<file path="src/rtl/pin_remap_pkg.sv">
/*
 * Package for the timer clock input remapper: register offsets, field
 * positions, reset values, selector codes and the bus request carrier.
 * Assumes a single 125 MHz clock domain and a 16-bit register port.
 */
package pin_remap_pkg;

    // ------------------------------------------------------------------
    // Widths and counts
    // ------------------------------------------------------------------
    localparam int ADDR_W   = 8;
    localparam int DATA_W   = 16;
    localparam int SEL_W    = 5;
    localparam int PIN_NUM  = 26;

    // ------------------------------------------------------------------
    // Register offsets (byte addresses)
    // ------------------------------------------------------------------
    localparam logic [ADDR_W-1:0] OFS_CLK_SELECT  = 8'h00;
    localparam logic [ADDR_W-1:0] OFS_PERIPH_DIS  = 8'h04;

    // ------------------------------------------------------------------
    // Field positions
    // ------------------------------------------------------------------
    localparam int SEL_A_LSB  = 0;
    localparam int SEL_B_LSB  = 8;
    localparam int PWM_DIS_BIT = 4;

    // ------------------------------------------------------------------
    // Selector codes and reset values
    // ------------------------------------------------------------------
    localparam logic [SEL_W-1:0] SEL_GROUND    = 5'h1f;
    localparam logic [SEL_W-1:0] SEL_LAST_PIN  = 5'h19;
    localparam logic [SEL_W-1:0] SEL_RESET     = 5'h1f;
    localparam logic             PWM_DIS_RESET = 1'h0;
    localparam logic [DATA_W-1:0] DATA_ZERO    = 16'h0000;

    // ------------------------------------------------------------------
    // Register port request carrier
    // ------------------------------------------------------------------
    typedef struct packed {
        logic [ADDR_W-1:0] addr;
        logic [DATA_W-1:0] wdata;
        logic              wr;
        logic              rd;
    } bus_req_t;

endpackage

</file>
<file path="src/rtl/timer_clock_input_remap.sv">
/*
 * Timer clock input remapper: routes two timer external clocks from any of
 * 26 remappable pins (or ground) and holds the second PWM disable bit.
 * Assumes one 125 MHz clock, a plain one-cycle strobe register port and
 * pins that are asynchronous to ref_clk.
 */
// The implementer's own choices: the address-and-strobe port and the register offsets.
`timescale 1ns/1ps
module timer_clock_input_remap (
    input  wire logic                                 ref_clk,
    input  wire logic                                 resetn,
    input  wire pin_remap_pkg::bus_req_t              bus_req,
    output logic      [pin_remap_pkg::DATA_W-1:0]     rd_data,
    input  wire logic [pin_remap_pkg::PIN_NUM-1:0]    remappable_pin,
    output logic                                      timer_a_external_clock,
    output logic                                      timer_b_external_clock,
    output logic                                      second_pwm_disable
);

    // ------------------------------------------------------------------
    // State and helpers
    // ------------------------------------------------------------------
    typedef struct packed {
        logic [pin_remap_pkg::SEL_W-1:0]  sel_a;
        logic [pin_remap_pkg::SEL_W-1:0]  sel_b;
        logic                             pwm_dis;
        logic                             clk_a;
        logic                             clk_b;
        logic [pin_remap_pkg::DATA_W-1:0] rdata;
    } remap_state_t;

    remap_state_t                      state_reg;
    remap_state_t                      state_next;
    logic [pin_remap_pkg::PIN_NUM-1:0] pin_sync;

    // Pick one synchronised pin, ground for the tie-off and unused codes
    function automatic logic route_pin(
        input logic [pin_remap_pkg::PIN_NUM-1:0] pins,
        input logic [pin_remap_pkg::SEL_W-1:0]   sel
    );
        logic res;
        res = 1'b0;
        if (sel <= pin_remap_pkg::SEL_LAST_PIN) begin
            res = pins[sel];
        end
        return res;
    endfunction

    // Read view of the clock select register, reserved bits zero
    function automatic logic [pin_remap_pkg::DATA_W-1:0] select_view(
        input logic [pin_remap_pkg::SEL_W-1:0] sa,
        input logic [pin_remap_pkg::SEL_W-1:0] sb
    );
        logic [pin_remap_pkg::DATA_W-1:0] v;
        v = pin_remap_pkg::DATA_ZERO;
        v[pin_remap_pkg::SEL_A_LSB +: pin_remap_pkg::SEL_W] = sa;
        v[pin_remap_pkg::SEL_B_LSB +: pin_remap_pkg::SEL_W] = sb;
        return v;
    endfunction

    // ------------------------------------------------------------------
    // Pin synchronisers
    // ------------------------------------------------------------------
    pin_sync_bank u_sync (
        .ref_clk   (ref_clk),
        .resetn    (resetn),
        .pin_async (remappable_pin),
        .pin_sync  (pin_sync)
    );

    // ------------------------------------------------------------------
    // Next state: register writes, reads and clock routing
    // ------------------------------------------------------------------
    always_comb begin
        state_next       = state_reg;
        state_next.rdata = pin_remap_pkg::DATA_ZERO;
        if (bus_req.wr) begin
            if (bus_req.addr == pin_remap_pkg::OFS_CLK_SELECT) begin
                state_next.sel_a = bus_req.wdata[pin_remap_pkg::SEL_A_LSB +:
                                                 pin_remap_pkg::SEL_W];
                state_next.sel_b = bus_req.wdata[pin_remap_pkg::SEL_B_LSB +:
                                                 pin_remap_pkg::SEL_W];
            end
            if (bus_req.addr == pin_remap_pkg::OFS_PERIPH_DIS) begin
                state_next.pwm_dis = bus_req.wdata[pin_remap_pkg::PWM_DIS_BIT];
            end
        end
        if (bus_req.rd) begin
            if (bus_req.addr == pin_remap_pkg::OFS_CLK_SELECT) begin
                state_next.rdata = select_view(state_reg.sel_a, state_reg.sel_b);
            end else if (bus_req.addr == pin_remap_pkg::OFS_PERIPH_DIS) begin
                state_next.rdata[pin_remap_pkg::PWM_DIS_BIT] = state_reg.pwm_dis;
            end
        end
        // pins 0 to 25 or ground, linear pin map
        state_next.clk_a = route_pin(pin_sync, state_reg.sel_a);
        state_next.clk_b = route_pin(pin_sync, state_reg.sel_b);
    end

    // ------------------------------------------------------------------
    // State register
    // ------------------------------------------------------------------
    always_ff @(posedge ref_clk or negedge resetn) begin
        if (!resetn) begin
            state_reg.sel_a   <= pin_remap_pkg::SEL_RESET;
            state_reg.sel_b   <= pin_remap_pkg::SEL_RESET;
            state_reg.pwm_dis <= pin_remap_pkg::PWM_DIS_RESET;
            state_reg.clk_a   <= 1'b0;
            state_reg.clk_b   <= 1'b0;
            state_reg.rdata   <= pin_remap_pkg::DATA_ZERO;
        end else begin
            state_reg <= state_next;
        end
    end

    // Outputs straight from the state register
    assign rd_data                = state_reg.rdata;
    assign timer_a_external_clock = state_reg.clk_a;
    assign timer_b_external_clock = state_reg.clk_b;
    assign second_pwm_disable     = state_reg.pwm_dis;
endmodule // timer_clock_input_remap

</file>
<file path="src/rtl/pin_sync_bank.sv">
/*
 * Two-flop synchroniser bank for the remappable pins.
 * Assumes the pins are asynchronous to ref_clk; only stage two is read out.
 */
`timescale 1ns/1ps
module pin_sync_bank (
    input  wire logic                          ref_clk,
    input  wire logic                          resetn,
    input  wire logic [pin_remap_pkg::PIN_NUM-1:0] pin_async,
    output logic      [pin_remap_pkg::PIN_NUM-1:0] pin_sync
);

    typedef struct packed {
        logic [pin_remap_pkg::PIN_NUM-1:0] stage1;
        logic [pin_remap_pkg::PIN_NUM-1:0] stage2;
    } sync_state_t;

    sync_state_t state_reg;
    sync_state_t state_next;

    // ------------------------------------------------------------------
    // Next state: shift pins through two stages
    // ------------------------------------------------------------------
    always_comb begin
        state_next        = state_reg;
        state_next.stage1 = pin_async;
        state_next.stage2 = state_reg.stage1;
    end

    // State register
    always_ff @(posedge ref_clk or negedge resetn) begin
        if (!resetn) begin
            state_reg <= '0;
        end else begin
            state_reg <= state_next;
        end
    end

    assign pin_sync = state_reg.stage2;

endmodule // pin_sync_bank

</file>
<file path="config.mk">
export PLATFORM = sky130hd
export DESIGN_NAME = timer_clock_input_remap
export DESIGN_NICKNAME = d
export VERILOG_FILES = /design/src/rtl/pin_remap_pkg.sv /design/src/rtl/timer_clock_input_remap.sv /design/src/rtl/pin_sync_bank.sv
export SDC_FILE = /design/constraint.sdc
export NUM_CORES = 1
export LEC_CHECK = 0
export BUFFER_PORTS_ARGS = -buffer_cell sky130_fd_sc_hd__buf_4
export CORE_AREA = 5 5 80 82
export CTS_BUF_LIST = sky130_fd_sc_hd__clkbuf_4 sky130_fd_sc_hd__clkbuf_8 sky130_fd_sc_hd__clkbuf_16
export CTS_CLUSTER_SIZE = 16
export DETAILED_ROUTE_END_ITERATION = 10
export DIE_AREA = 0 0 85 87
export GPL_TIMING_DRIVEN = 0
export PLACE_DENSITY = 0.79
export SLEW_MARGIN = 30
export SYNTH_ARGS = -nofsm -noshare
export SYNTH_HDL_FRONTEND = slang
export SYNTH_HIERARCHICAL = 1
export SYNTH_SLANG_ARGS = --single-unit
</file>
<file path="constraint.sdc">
create_clock -name ref_clk -period 3.5 [get_ports ref_clk]
set_input_delay 0.35 -clock ref_clk [delete_from_list [all_inputs] [get_ports ref_clk]]
set_output_delay 0.35 -clock ref_clk [all_outputs]
set_load 0.005 [all_outputs]
</file>
==> metrics.csv <==
metric,value,unit
layout cells sized above 1,50.6,%
fin. max-slew vios,0,
CTS H-tree depth,3,
fin crit period,1.97,ns
outcome,"finished, final reports clean",
hold_buf cts,0,
Worst-Margin Slew,0.619,ns
DR vias/cell,4.63,
critical path's top delay family,multiplexers,
DPL Wire Length,3160,um
clock slew at reported path FFs,0.07,ns
clock buffer depth,2,
root buf cell,clkbuf_8,
Synth Cell Area,0.00273,sq mm
Max-Cap Viols,0,
width of the die,85,um
CP Data Arrival Time,2.20,ns
Critical R2R Capture,timer_b_external_clock$_DFF_PN0_,
DR DRC count,0,
final setup margin,1.53,ns
slowest CP cell,mux4_1,
slew margin rel.,58.7,%
Post-CTS Setup Inserts,0,
cell count after synthesis,161,
Final Hold Vio Count,0,
WL per Instance,13.5,um
drt initial violations,41,
number of enable flip-flop cells after synthesis,0,
TritonRoute pass-1 iters,4,
worst path required time,3.73,ns
Starting Density,48.1,%
routability cong.,0.840,
Final ANT Viol Nets,0,
RSZ-0062 raised after global routing,no,
Final period util,56.4,%
WL final,4260,um
antenna violations before repair,0,
Worst R2R Path Depth,5,
Place WS,1.53,ns
ys async rst share,100,%
maximum VDD drop,362,uV
Layout Cells excl Fill,316,
GRT overflow,0,
vias in the first global route,1570,
core area,0.00568,sq mm
worst path cell trace,"buf_6, mux4_1, mux4_2, nand2_1, o21ai_1",
Final Setup Violations,0,
Clock Sinks,75,
first-pass GRT wire length,7390,um
Leak,1.64,nW
maximum fanout along the worst path,10,
Worst Hold Class,in2async,
Antenna diodes,0,
num ports,73,
FF-to-FF Start,state_reg[19]$_DFFE_PN1P_,
PortBufs,59,
CP Buf/Inv Count,1,
CTS tree,yes,
syn avg cell area,16.9,sq um
synthesized flop and latch total,75,
crit start category,flop,
nets@finish,290,
All-Layer GR Usage,13.4,%
DR vias,1463,
flop2flop setup slack,1.53,ns
GR peak layer,met2,
Final Util,62.3,%
ys flop type,dfrtp_1,
placed insts,300,
met2 usage,21.0,%
Worst Setup End Kind,flop,
unique cell type count in the Yosys netlist,27,
Layout area overhead,29.7,%
Die Ht,87,um
Row Count,28,
met1 Usage GRT,15.5,%
Fmax,0.507,GHz
"Clk Latency, worst-skew pair",0.34,ns
Setup TNS,0,ns
M3 GR Usage,5.20,%
die area,0.00740,sq mm
"slowest stage delay, CP",0.57,ns
Post-CTS Resized,0,
largest net degree at the start of global routing,76,
"Seq/Total Area, Yosys",69.3,%
warnings from Yosys,6,
Cell Pwr Density,521,mW/mm^2
clock skew,0.00334,ns
WS Path Type,reg2reg,
TritonCTS Buffers,9,
[layout by cell type, fill, tap and decap left out, types with 3 or more instances in the layout]
cell type   netlist  final
mux2i_1           6      6
clkinvlp_4        0      3
dfrtp_1          65     65
clkbuf_8          0     10
mux4_2            5      5
mux4_1            7      7
nor2_1            3      3
mux2_2           12     12
conb_1            1      6
buf_6             2      3
buf_4            16     74
a31oi_1           3      3
dfstp_2          10     10
nor3_1            4      4
and2_1            6      6
bufinv_16         0      3
inv_1             4      4
[cell families (layout without fill, tap and decap cells)]
kind of cell / count (synthesis) / after routing / synth area share, %
multiplexers: 30 / 30 / 18.0
flip-flops: 75 / 75 / 69.3
buffers and inverters: 26 / 101 / 6.38
other: 1 / 6 / 0.137
AND/OR/NAND/NOR: 22 / 22 / 4.50
AO/OA/AOI/OAI: 7 / 7 / 1.70
[through the flow]
step / power (mW) / hold slack [ns] / instance area (sq um)
6_report: 1.84 / 0.00273 / 3540
2_1_floorplan: 0.999 / 0.0544 / 2750
3_5_place_dp: 1.08 / 0.336 / 3280
3_3_place_gp: 1.07 / 0.334 / 3280
4_1_cts: 1.87 / 0.0881 / 3530
5_1_grt: 1.93 / 0.0451 / 3540
[layer usage]
metal	routed length (um)	up-vias	part of all wire [%]
met3	364	10	8.5
li1	-	696	-
met1	1780	694	42
met4	101	0	2.4
met5	0	-	0
met2	2010	63	47
[worst max path at each step]
| stage | from | endpoint | cells past startpoint |
|---|---|---|---|
| after global placement | state_reg[19]$_DFFE_PN1P_ | timer_b_external_clock$_DFF_PN0_ | 5 |
| after detailed placement | state_reg[19]$_DFFE_PN1P_ | timer_b_external_clock$_DFF_PN0_ | 5 |
| after global routing | state_reg[20]$_DFFE_PN1P_ | timer_b_external_clock$_DFF_PN0_ | 5 |
| final | state_reg[19]$_DFFE_PN1P_ | timer_b_external_clock$_DFF_PN0_ | 5 |
| after floorplan | state_reg[19]$_DFFE_PN1P_ | timer_b_external_clock$_DFF_PN0_ | 5 |
| after CTS | state_reg[20]$_DFFE_PN1P_ | timer_b_external_clock$_DFF_PN0_ | 5 |
[synthesized netlist by cell type, drive strengths merged, types with 2 or more instances]
master   n  area (sq um)
a31oi    3          18.8
buf     20           151
o21ai    2          10.0
dfstp   10           263
nor3     4          20.0
nand3    2          10.0
and2     6          37.5
nand2    2          7.51
mux2i    6          60.1
mux2    12           135
inv      4          15.0
dfrtp   65          1630
clkbuf   2          7.51
mux4    12           297
nor2     3          11.3
[worst reg2reg max path, cell delays in order (launching register included)]
cell and delay [ns]:
dfstp_2 0.53, buf_6 0.15, mux4_1 0.57, mux4_2 0.48
nand2_1 0.08, o21ai_1 0.06
[final cells by class]
cell class	count	area (sq um)
tap	75	93.8
multi-input combinational	65	683
timing repair buffer	59	447
buffer	22	159
fill	443	2140
clock inverter	6	113
sequential	75	1890
clock buffer	10	138
inverter	4	15.0
[power breakdown]
| group | total, mW | internal [mW] | switching, mW | leakage (nW) |
|---|---|---|---|---|
| registers | 0.928 | 0.911 | 0.0169 | 0.886 |
| clock network | 0.786 | 0.492 | 0.294 | 0.115 |
| logic | 0.130 | 0.0795 | 0.0504 | 0.638 |
No activity file was read; power rests on OpenSTA's default activity.
